$ cat src/rtl/fault_check_consts.svh
// constants for the fault and check status logic
// Functional notes
// RULE_01 - generic bank status: architecture code bits 15:0, model code bits 31:16
// RULE_02 - bank two status only: model code low half, architecture code high half
// RULE_03 - model register access selects by ECX index; reads return EDX:EAX
// RULE_04 - reserved or unimplemented index refused with protection fault code zero, no change
// RULE_05 - debug register move in virtual-8086 mode raises protection fault
// RULE_06 - that protection fault wins over guard bit; no debug exception then
// RULE_07 - breakpoint on call push still updates stack and jumps to target
// RULE_08 - load in limit-violating or faulting waiting float instruction is never issued
// RULE_09 - uncached read-modify-write read issued only once store translation is known good
// RULE_10 - software should use simple loads and stores for side-effect memory
// RULE_11 - faulting instruction leaves registers and memory untouched for clean restart
`ifndef FAULT_CHECK_CONSTS_SVH
`define FAULT_CHECK_CONSTS_SVH
`define BANK_COUNT 4
`define MODEL_REG_FIRST 32'h0000_0400
`define MODEL_REG_LAST 32'h0000_040f
`define CTL_SLOT 2'h0
`define STATUS_SLOT 2'h1
`define VALID_BIT 31
`define PUSH_BYTES 32'h0000_0004
`define BANK_TWO 2
`define ARCH_LO 0
`define MODEL_LO 16
`define CODE_W 16
`define VEC_DEBUG 8'h01
`define VEC_PROTECT 8'h0d
`define VEC_PAGE 8'h0e
`define VEC_FLOAT 8'h10
`define FAULT_CODE_ZERO 16'h0000
`endif

$ cat src/rtl/fault_check_pkg.sv
// types for the fault and check status logic
package fault_check_pkg;
   typedef enum logic [1:0] {OP_NONE = 2'h0, OP_READ_MODEL = 2'h1, OP_WRITE_MODEL = 2'h3,
      OP_OTHER = 2'h2} op_e;
   typedef struct packed {
      logic valid;
      op_e op;
      logic [31:0] index;
      logic [63:0] wdata;
      logic mov_debug_reg;
      logic virt_8086;
      logic guard_bit;
      logic near_call;
      logic bkpt_on_push;
      logic [31:0] call_target;
      logic [31:0] next_ip;
      logic [31:0] esp;
      logic has_load;
      logic cs_limit_viol;
      logic wait_fp_fault;
      logic read_modify_write;
      logic uncached;
      logic store_page_fault;
   } instr_s;
   typedef struct packed {
      logic valid;
      logic fault;
      logic [7:0] vector;
      logic [15:0] code;
      logic [63:0] rdata;
      logic [31:0] new_ip;
      logic [31:0] new_esp;
      logic dbg_trap;
      logic load_issue;
      logic store_issue;
      logic commit;
   } result_s;
endpackage

$ cat src/rtl/fault_check_unit.sv
// exception checks and machine-check bank model registers
`timescale 1ns/1ps
`include "fault_check_consts.svh"
module fault_check_unit #(
   parameter int BANKS = `BANK_COUNT
) (
   input wire logic CLK,
   input wire logic RST_N,
   input fault_check_pkg::instr_s INSTR,
   input wire logic MC_LOG,
   input wire logic [1:0] MC_BANK,
   input wire logic [15:0] MC_ARCH,
   input wire logic [15:0] MC_MODEL,
   output fault_check_pkg::result_s RESULT
);
   import fault_check_pkg::*;

   ////////////////////////////////////////////////////////////////////////////
   // register storage
   logic [15:0] arch_code [BANKS];
   logic [15:0] model_code [BANKS];
   logic [31:0] upper [BANKS];
   logic [63:0] bank_ctl [BANKS];
   logic [63:0] status_view [BANKS];
   logic [BANKS-1:0] hw_log;

   // index decode shared by read and write paths
   function automatic logic idx_valid(input logic [31:0] idx);
      idx_valid = (idx >= `MODEL_REG_FIRST) && (idx <= `MODEL_REG_LAST);
   endfunction
   function automatic logic [1:0] idx_bank(input logic [31:0] idx);
      idx_bank = idx[3:2];
   endfunction
   // slot inside a bank: control, status, two spares
   function automatic logic [1:0] idx_slot(input logic [31:0] idx);
      idx_slot = idx[1:0];
   endfunction

   genvar g;
   generate
      for (g = 0; g < BANKS; g++) begin : g_bank
         bank_status_fmt #(.BANK(g)) u_fmt (
            .ARCH_CODE(arch_code[g]),
            .MODEL_CODE(model_code[g]),
            .UPPER(upper[g]),
            .STATUS(status_view[g])
         );
         assign hw_log[g] = MC_LOG && (MC_BANK == 2'(g));
      end
   endgenerate

   ////////////////////////////////////////////////////////////////////////////
   // combinational decision
   logic valid_idx;
   logic is_model_op;
   logic prot_index;
   logic prot_mode;
   logic ld_fault;
   logic pf_store;
   logic fault;
   logic sw_write;
   logic [1:0] bank;
   logic [1:0] sel;
   logic [63:0] rd_value;

   assign is_model_op = INSTR.op == OP_READ_MODEL || INSTR.op == OP_WRITE_MODEL;
   assign valid_idx = idx_valid(INSTR.index); // [RULE_03]
   assign bank = idx_bank(INSTR.index);
   assign sel = idx_slot(INSTR.index);
   assign prot_index = is_model_op && !valid_idx; // [RULE_04]
   // mode alone decides; the guard bit is never looked at here
   assign prot_mode = INSTR.mov_debug_reg && INSTR.virt_8086; // [RULE_05] [RULE_06]
   assign ld_fault = INSTR.has_load && (INSTR.cs_limit_viol || INSTR.wait_fp_fault); // [RULE_08]
   assign pf_store = INSTR.store_page_fault;
   assign fault = prot_index || prot_mode || ld_fault || pf_store;
   // any fault blocks the write, so a restart finds the old contents
   assign sw_write = INSTR.valid && INSTR.op == OP_WRITE_MODEL && !fault; // [RULE_11]

   // read mux: control, status, and zero for unused slots
   always_comb begin
      rd_value = 64'h0;
      if (sel == `CTL_SLOT) begin
         rd_value = bank_ctl[bank];
      end else if (sel == `STATUS_SLOT) begin
         rd_value = status_view[bank];
      end
   end

   ////////////////////////////////////////////////////////////////////////////
   // bank control registers, only written by a valid write
   always_ff @(posedge CLK) begin
      if (!RST_N) begin
         for (int i = 0; i < BANKS; i++) begin
            bank_ctl[i] <= 64'h0;
         end
      end else if (sw_write && sel == `CTL_SLOT) begin
         bank_ctl[bank] <= INSTR.wdata; // [RULE_04]
      end
   end

   // status fields: hardware log wins over software write to the same bank
   always_ff @(posedge CLK) begin
      if (!RST_N) begin
         for (int i = 0; i < BANKS; i++) begin
            arch_code[i] <= 16'h0;
            model_code[i] <= 16'h0;
            upper[i] <= 32'h0;
         end
      end else begin
         for (int i = 0; i < BANKS; i++) begin
            if (hw_log[i]) begin
               arch_code[i] <= MC_ARCH;
               model_code[i] <= MC_MODEL;
               upper[i][`VALID_BIT] <= 1'b1; // valid flag
            end else if (sw_write && sel == `STATUS_SLOT && bank == 2'(i)) begin
               // software writes in the bank's own layout
               upper[i] <= INSTR.wdata[63:32];
               if (i == `BANK_TWO) begin
                  model_code[i] <= INSTR.wdata[15:0]; // [RULE_02]
                  arch_code[i] <= INSTR.wdata[31:16];
               end else begin
                  arch_code[i] <= INSTR.wdata[15:0]; // [RULE_01]
                  model_code[i] <= INSTR.wdata[31:16];
               end
            end
         end
      end
   end

   ////////////////////////////////////////////////////////////////////////////
   // answer registers, each loaded one cycle after the instruction is presented
   logic res_valid;
   logic res_fault;
   logic [7:0] res_vector;
   logic [15:0] res_code;
   logic [63:0] res_rdata;
   logic [31:0] res_ip;
   logic [31:0] res_esp;
   logic res_trap;
   logic res_load;
   logic res_store;
   logic res_commit;
   logic retire;
   logic call_taken;

   // a clean instruction retires; a faulting one leaves nothing but the fault
   assign retire = INSTR.valid && !fault; // [RULE_11]
   assign call_taken = retire && INSTR.near_call;

   // answer strobe follows the request by exactly one cycle
   always_ff @(posedge CLK) begin
      if (!RST_N) begin
         res_valid <= 1'b0;
      end else begin
         res_valid <= INSTR.valid;
      end
   end

   // fault report: protection beats load faults, which beat the store page fault
   always_ff @(posedge CLK) begin
      if (!RST_N) begin
         res_fault <= 1'b0;
         res_vector <= 8'h00;
         res_code <= 16'h0000;
      end else begin
         res_fault <= INSTR.valid && fault;
         res_vector <= 8'h00;
         res_code <= 16'h0000;
         if (INSTR.valid) begin
            if (prot_mode || prot_index) begin
               // protection fault wins, so no debug trap can be raised
               res_vector <= `VEC_PROTECT; // [RULE_05] [RULE_06]
               res_code <= `FAULT_CODE_ZERO; // [RULE_04]
            end else if (ld_fault) begin
               // load suppressed: side-effect memory never sees it
               res_vector <= INSTR.cs_limit_viol ? `VEC_PROTECT : `VEC_FLOAT; // [RULE_08]
            end else if (pf_store) begin
               res_vector <= `VEC_PAGE; // [RULE_09]
            end
         end
      end
   end

   // memory traffic only once nothing in the instruction can fault
   always_ff @(posedge CLK) begin
      if (!RST_N) begin
         res_commit <= 1'b0;
         res_load <= 1'b0;
         res_store <= 1'b0;
      end else begin
         res_commit <= retire; // [RULE_11]
         // store translation is known good before the read goes out, so no repeat read
         res_load <= retire && (INSTR.has_load || INSTR.read_modify_write); // [RULE_08] [RULE_09]
         res_store <= retire && INSTR.read_modify_write; // [RULE_09]
      end
   end

   // read data, zero unless a clean model register read
   always_ff @(posedge CLK) begin
      if (!RST_N) begin
         res_rdata <= 64'h0;
      end else if (retire && INSTR.op == OP_READ_MODEL) begin
         res_rdata <= rd_value; // [RULE_03]
      end else begin
         res_rdata <= 64'h0;
      end
   end

   // pointers: a call moves both even when a breakpoint hits its push
   always_ff @(posedge CLK) begin
      if (!RST_N) begin
         res_ip <= 32'h0;
         res_esp <= 32'h0;
         res_trap <= 1'b0;
      end else if (call_taken) begin
         res_ip <= INSTR.call_target; // [RULE_07]
         res_esp <= INSTR.esp - `PUSH_BYTES; // [RULE_07]
         // breakpoint is reported after the call, never instead of it
         res_trap <= INSTR.bkpt_on_push; // [RULE_07]
      end else begin
         // faulting path keeps ip and stack as they were
         res_ip <= INSTR.next_ip; // [RULE_11]
         res_esp <= INSTR.esp;
         res_trap <= 1'b0;
      end
   end

   // gather the answer; every field comes straight from a flip-flop
   assign RESULT = '{
      valid: res_valid,
      fault: res_fault,
      vector: res_vector,
      code: res_code,
      rdata: res_rdata,
      new_ip: res_ip,
      new_esp: res_esp,
      dbg_trap: res_trap,
      load_issue: res_load,
      store_issue: res_store,
      commit: res_commit
   };
endmodule

$ cat src/rtl/bank_status_fmt.sv
// machine-check bank status packing per bank
`timescale 1ns/1ps
`include "fault_check_consts.svh"
module bank_status_fmt #(
   parameter int BANK = 0
) (
   input wire logic [15:0] ARCH_CODE,
   input wire logic [15:0] MODEL_CODE,
   input wire logic [31:0] UPPER,
   output logic [63:0] STATUS
);
   // bank two swaps the halves; keep that quirk visible to software
   generate
      if (BANK == `BANK_TWO) begin : g_swap
         assign STATUS = {UPPER, ARCH_CODE, MODEL_CODE}; // [RULE_02]
      end else begin : g_norm
         assign STATUS = {UPPER, MODEL_CODE, ARCH_CODE}; // [RULE_01]
      end
   endgenerate
endmodule

$ cat config.mk
export PLATFORM = sky130hd
export DESIGN_NAME = fault_check_unit
export DESIGN_NICKNAME = d
export VERILOG_FILES = /design/src/rtl/fault_check_pkg.sv /design/src/rtl/fault_check_unit.sv /design/src/rtl/bank_status_fmt.sv
export VERILOG_INCLUDE_DIRS = /design/src /design/src/rtl
export SDC_FILE = /design/constraint.sdc
export NUM_CORES = 1
export LEC_CHECK = 0
export BUFFER_PORTS_ARGS = -buffer_cell sky130_fd_sc_hd__clkbuf_2
export CAP_MARGIN = 15
export CORE_MARGIN = 2
export CORE_UTILIZATION = 50
export DETAILED_ROUTE_END_ITERATION = 8
export MAX_ROUTING_LAYER = met4
export PLACE_DENSITY_LB_ADDON = 0.08
export SLEW_MARGIN = 20
export SYNTH_ARGS = -nofsm -noshare
export SYNTH_HDL_FRONTEND = slang
export SYNTH_SLANG_ARGS = --single-unit
$ cat constraint.sdc
create_clock -name CLK -period 11.5 [get_ports CLK]
set_clock_uncertainty 0.15 [all_clocks]
set_input_delay 2.3 -clock CLK [delete_from_list [all_inputs] [get_ports CLK]]
set_output_delay 2.3 -clock CLK [all_outputs]
set_load 0.1 [all_outputs]
# Word-level counts from Yosys, hierarchy flattened
# Memory sizes are Yosys's and may differ from the RTL's.
# Cells that the tools add are included.
dict set report word_totals {
  ramBits 512
  regBits 139
  n_memories 4
  input_bits 243
}
# memory words word_bits read_ports rd_clocked_by_memory_dff wr line_no
set mem_list {}
lappend mem_list {bank_ctl 4 64 1 0 4 fault_check_unit.sv:23} ;# logic [63:0] bank_ctl [BANKS];
lappend mem_list {upper 4 32 4 0 4 fault_check_unit.sv:22} ;# logic [31:0] upper [BANKS];
lappend mem_list {arch_code 4 16 4 0 4 fault_check_unit.sv:20} ;# logic [15:0] arch_code [BANKS];
lappend mem_list {model_code 4 16 4 0 4 fault_check_unit.sv:21} ;# logic [15:0] model_code [BANKS];
dict set report classes {
  order_cmp 3
  n_reduce_logical 38
  addsub 1
  eq_ne 9
  n_bitwise 31
  n_mux 74
}
# op count
set ops {}
lappend ops {{2-to-1 mux 64 bit} 5}
lappend ops {{2-to-1 mux 16 bit} 16}
lappend ops {{binary-select mux 64 bit (select 2 bit)} 1}
lappend ops {{2-to-1 mux 31 bit} 4}
lappend ops {{2-to-1 mux 32 bit} 2}
lappend ops {{OR reduction 64 bit} 1}
lappend ops {{2-to-1 mux 1 bit} 41}
lappend ops {{>= comparator 32 x 11 -> 1 bit (second input constant)} 1}
lappend ops {{less-or-equal comparator 32 x 11 -> 1 bit (second input constant)} 1}
lappend ops {{subtractor 32 x 3 -> 32 bit (second input constant)} 1}
lappend ops {{OR 1 bit} 28}
lappend ops {{logical AND 1 bit} 22}
lappend ops {{== test 2 bit (second input constant)} 5}
lappend ops {{2-to-1 mux 5 bit} 2}
lappend ops {{== test 2 x 1 -> 1 bit (second input constant)} 4}
lappend ops {{2-to-1 mux 4 bit} 2}
lappend ops {{logical NOT 2 bit} 3}
lappend ops {{logical OR 1 bit} 6}
lappend ops {{AND reduction 2 bit} 3}
lappend ops {{>= comparator 3 bit (second input constant)} 1}
lappend ops {{NOT 2 -> 3 bit} 1}
lappend ops {{OR reduction 3 bit} 1}
lappend ops {{logical NOT 1 bit} 2}
lappend ops {{2-to-1 mux 2 bit} 1}
lappend ops {{NOT 1 bit} 2}

# Depth between registers and ports, before layout
dict set report logic_depth {
  depth_word 16
  mapped_depth 8
  depth_no_buf 7
}

# Cells and area by module
# Synthesis repeated with hierarchy kept, for this count alone.
dict set report unflattened {
  hier_cells 2311
  hier_area_um2 29933.7
}
# module seq_area_each_um2 instances cells_each area_per_inst_um2
set modules_own_cells {}
lappend modules_own_cells {fault_check_unit 18137.4 1 2055 28011.9}
lappend modules_own_cells {bank_status_fmt 0.0 4 64 480.5}

# Worst setup path before layout
# OpenSTA, ideal clock, no wires.
dict set report synth_timing {
  path_kind {in2reg}
  from {in INSTR[183] (netlist name)}
  to {mem bank_ctl[0][0] (enable)}
  cell_stages 6
  path_buffers 1
  arrival_ns 8.493
  required_ns 10.769
  path_slack_ns 2.276
  path_cell_list {nor4b_1 -> nand4_1 -> o21a_1 -> clkbuf_1 -> or4_1 -> o31ai_1}
}
# item line_no
set synth_lines {}
lappend synth_lines {{start, declared} fault_check_unit.sv:9} ;# input fault_check_pkg::instr_s INSTR,
lappend synth_lines {{end, declared} fault_check_unit.sv:23}

==> results.sh <==
export IMPL_setup_viol=0
export IMPL_dieArea_sq_mm=0.0587
export IMPL_cts_hold_buffers_added=0
export IMPL_finalNetCount=2537
export IMPL_synth_edf_count=512
export IMPL_root_buffer="clkbuf_16"
export IMPL_synth_avg_cell_area_sq_um=14.4
export IMPL_maxSlewHeadroom_pct=26.2
export IMPL_postCtsSetupBuffers=0
export IMPL_post_cts_resized=0
export IMPL_drtIter0Drc=1649
export IMPL_grt_pass1_vias=18800
export IMPL_min_path_type="register to register"
export IMPL_power_density_mw_per_mm2=163
export IMPL_clkPwrFrac_pct=40.8
export IMPL_synth_distinct_cells=49
export IMPL_grt_remaining_overflow=0
export IMPL_grt_max_degree=139
export IMPL_yosys_top_cells_area="edfxtp_1 (54%), mux4_2 (10%), dfxtp_1 (9.7%), and3_1 (4.3%), and2_1 (4.2%)"
export IMPL_core_sq_mm=0.0563
export IMPL_status="completed"
export IMPL_clkTransAtPathRegs_ps=60
export IMPL_met3_length_um=6570
export IMPL_final_cell_mix="edfxtp_1 (512), clkbuf_2 (375), and3_1 (195)"
export IMPL_dpl_hpwl_um=47600
export IMPL_start_util_pct=50.5
export IMPL_drive_gt1_share_pct=28.7
export IMPL_seq_power_share_pct=49.5
export IMPL_rows=87
export IMPL_fmax_ghz=0.172
export IMPL_max_slew_worst_pin_slew_ps=1100
export IMPL_ys_seq_area_share_pct=63.8
export IMPL_p_leak_nw=13.1
export IMPL_cts_tree="built"
export IMPL_drc_errors=0
export IMPL_start_kind="input port"
export IMPL_wl_met1_um=31000
export IMPL_crit_path_end_kind="register"
export IMPL_hold_viol=0
export IMPL_grt_use_total_pct=28.4
export IMPL_drv_cap=0
export IMPL_top_layer="met4"
export IMPL_critPathMaxFanout=138
export IMPL_ys_async_sr_fraction_pct=0
export IMPL_grt_pass1_wl_um=120000
export IMPL_vias=18600
export IMPL_synth_seq_cells=650
export IMPL_drt_wl_total_um=81700
export IMPL_cts_htree_levels=3
export IMPL_worst_ep_arrival_time_ps=6110
export IMPL_power_frac_comb_pct=9.7
export IMPL_min_period_over_period_pct=50.5
export IMPL_fp_dieW_um=242
export IMPL_dr_pass1_iters=5
export IMPL_netlist_instances=1973
export IMPL_numCtsBuffers=70
export IMPL_synth_top_area_cell="edfxtp_1"
export IMPL_ioPinCount=401
export IMPL_p_int_mw=4.10
export IMPL_setup_tns_ps=0
export IMPL_cts_buffer_depth=3
export IMPL_drv_slew=0
export IMPL_crit_slowest_cell="buf_4"
export IMPL_synth_flop_cell="edfxtp_1"
export IMPL_clock_sinks=650
export IMPL_routabilityCongestion=0.872
export IMPL_netlist_area_sq_mm=0.0284
export IMPL_viasPerCell=5.97
export IMPL_critPathBufInv=4
export IMPL_grt_setup_unrepaired="no"
export IMPL_antenna_left=0
export IMPL_yosysTopAreaCellShare_pct=54.1
export IMPL_insertion_delay_ps=610
export IMPL_avgRoutedWirePerCell_um=26.2
export IMPL_switching_share_pct=24.1
export IMPL_wl_met2_um=41500
export IMPL_finalCriticalPeriod_ps=5800
export IMPL_critPathMostFrequentCell="buf_4"
export IMPL_layout_commonest_cell="edfxtp_1"
export IMPL_ir_drop_v=0.0000955
export IMPL_criticalPathCategory="input port to register"
export IMPL_yosysWarningCount=0
export IMPL_synthToLayoutAreaGrowth_pct=17.0
export IMPL_switching_power_mw=1.30
export IMPL_cp_top_family="buffers and inverters"
export IMPL_cp_slowest_stage_delay_ps=980
export IMPL_die_h_um=242
export IMPL_portBuffers=379
export IMPL_cp_data_required_time_ps=11810
export IMPL_crit_chain="clkbuf_2 > nor4_1 > nand4_1 > o21a_2 > buf_4 > nor4_2 > buf_4 > buf_4 > and3_1"
export IMPL_power_mw=5.41
export IMPL_antenna_found_initial=12
per-stage QoR:
| step | setup slack, ps | hold slack, ps | utilization [%] | area, sq um | cells |
|---|---|---|---|---|---|
| finish | 5700 | 536 | 59.1 | 33200 | 3115 |
| CTS | 5770 | 543 | 59.0 | 33200 | 3104 |
| global placement | 5230 | 523 | 55.0 | 31000 | 2977 |
| global route | 5380 | 572 | 59.0 | 33200 | 3114 |
| detailed placement | 5160 | 530 | 55.0 | 31000 | 2977 |
| floorplan | 2280 | 510 | - | 28500 | 1991 |
per-layer routing:
metal | vias to the layer above | track usage (%)
li1 | 8213 | -
met1 | 9328 | 34.6
met2 | 894 | 47.6
met3 | 148 | 4.94
met4 | 0 | 10.8
met5 | - | -
final timing paths:
path,startpoint,endpoint,slack (ps),depth (start not counted)
min,bank_ctl[3][57],res_rdata[57],540,3
max,INSTR[199],bank_ctl[0][43],5700,9
max reg2reg,model_code[2][2],res_rdata[2],10060,3
min reg2reg,bank_ctl[3][57],res_rdata[57],540,3
cell usage after synthesis (all sizes together) (32+ instances only):
master	n
nand2	123
clkbuf	129
nor2	80
a22o	94
edfxtp	512
and3	195
buf	57
dfxtp	138
and2	191
a2bb2oi	32
mux2i	102
mux4	128
power by group through the flow:
stage | registers (mW) | logic (mW) | clock network [mW]
after floorplan | 2.83 | 0.250 | 0
after global placement | 2.72 | 0.520 | 0
after detailed placement | 2.73 | 0.524 | 0
after CTS | 2.68 | 0.525 | 2.24
after global routing | 2.69 | 0.548 | 2.33
final | 2.68 | 0.523 | 2.20
cells by family (layout without fill, tap and decap cells):
logic type	after synthesis	after routing	share of synthesized area [%]
buffers and inverters	191	548	2.89
DFF	650	650	63.8
and+or+nand+nor	700	700	13.9
AOI/OAI and AO/OA	200	200	5.55
other	1	30	0.0132
muxes	230	230	13.7
adders and majority gates	1	1	0.0440
worst register-to-register path: cells and delay by family (launching register included):
kind,cells,cell delay [ps]
muxes,2,610
and+or+nand+nor,1,110
DFF,1,370
sequential cells by signal, summed over array words and instances, names as in the netlist:
register	cells
res_trap	1
res_valid	1
res_load	1
bank_ctl	256
arch_code	64
model_code	64
res_vector	4
res_commit	1
res_store	1
res_esp	32
upper	128
res_fault	1
res_rdata	64
res_ip	32
cell type report:
| class | instances | area, sq um |
|---|---|---|
| Timing Repair Buffer | 416 | 2200 |
| Tap cell | 756 | 946 |
| Inverter | 5 | 18.8 |
| Clock inverter | 20 | 186 |
| Clock buffer | 107 | 2050 |
| Antenna cell | 11 | 27.5 |
| Multi-Input combinational cell | 1150 | 9680 |
| Fill cell | 4492 | 23000 |
| Sequential cell | 650 | 18100 |
Power figures use the tool's default switching activity.
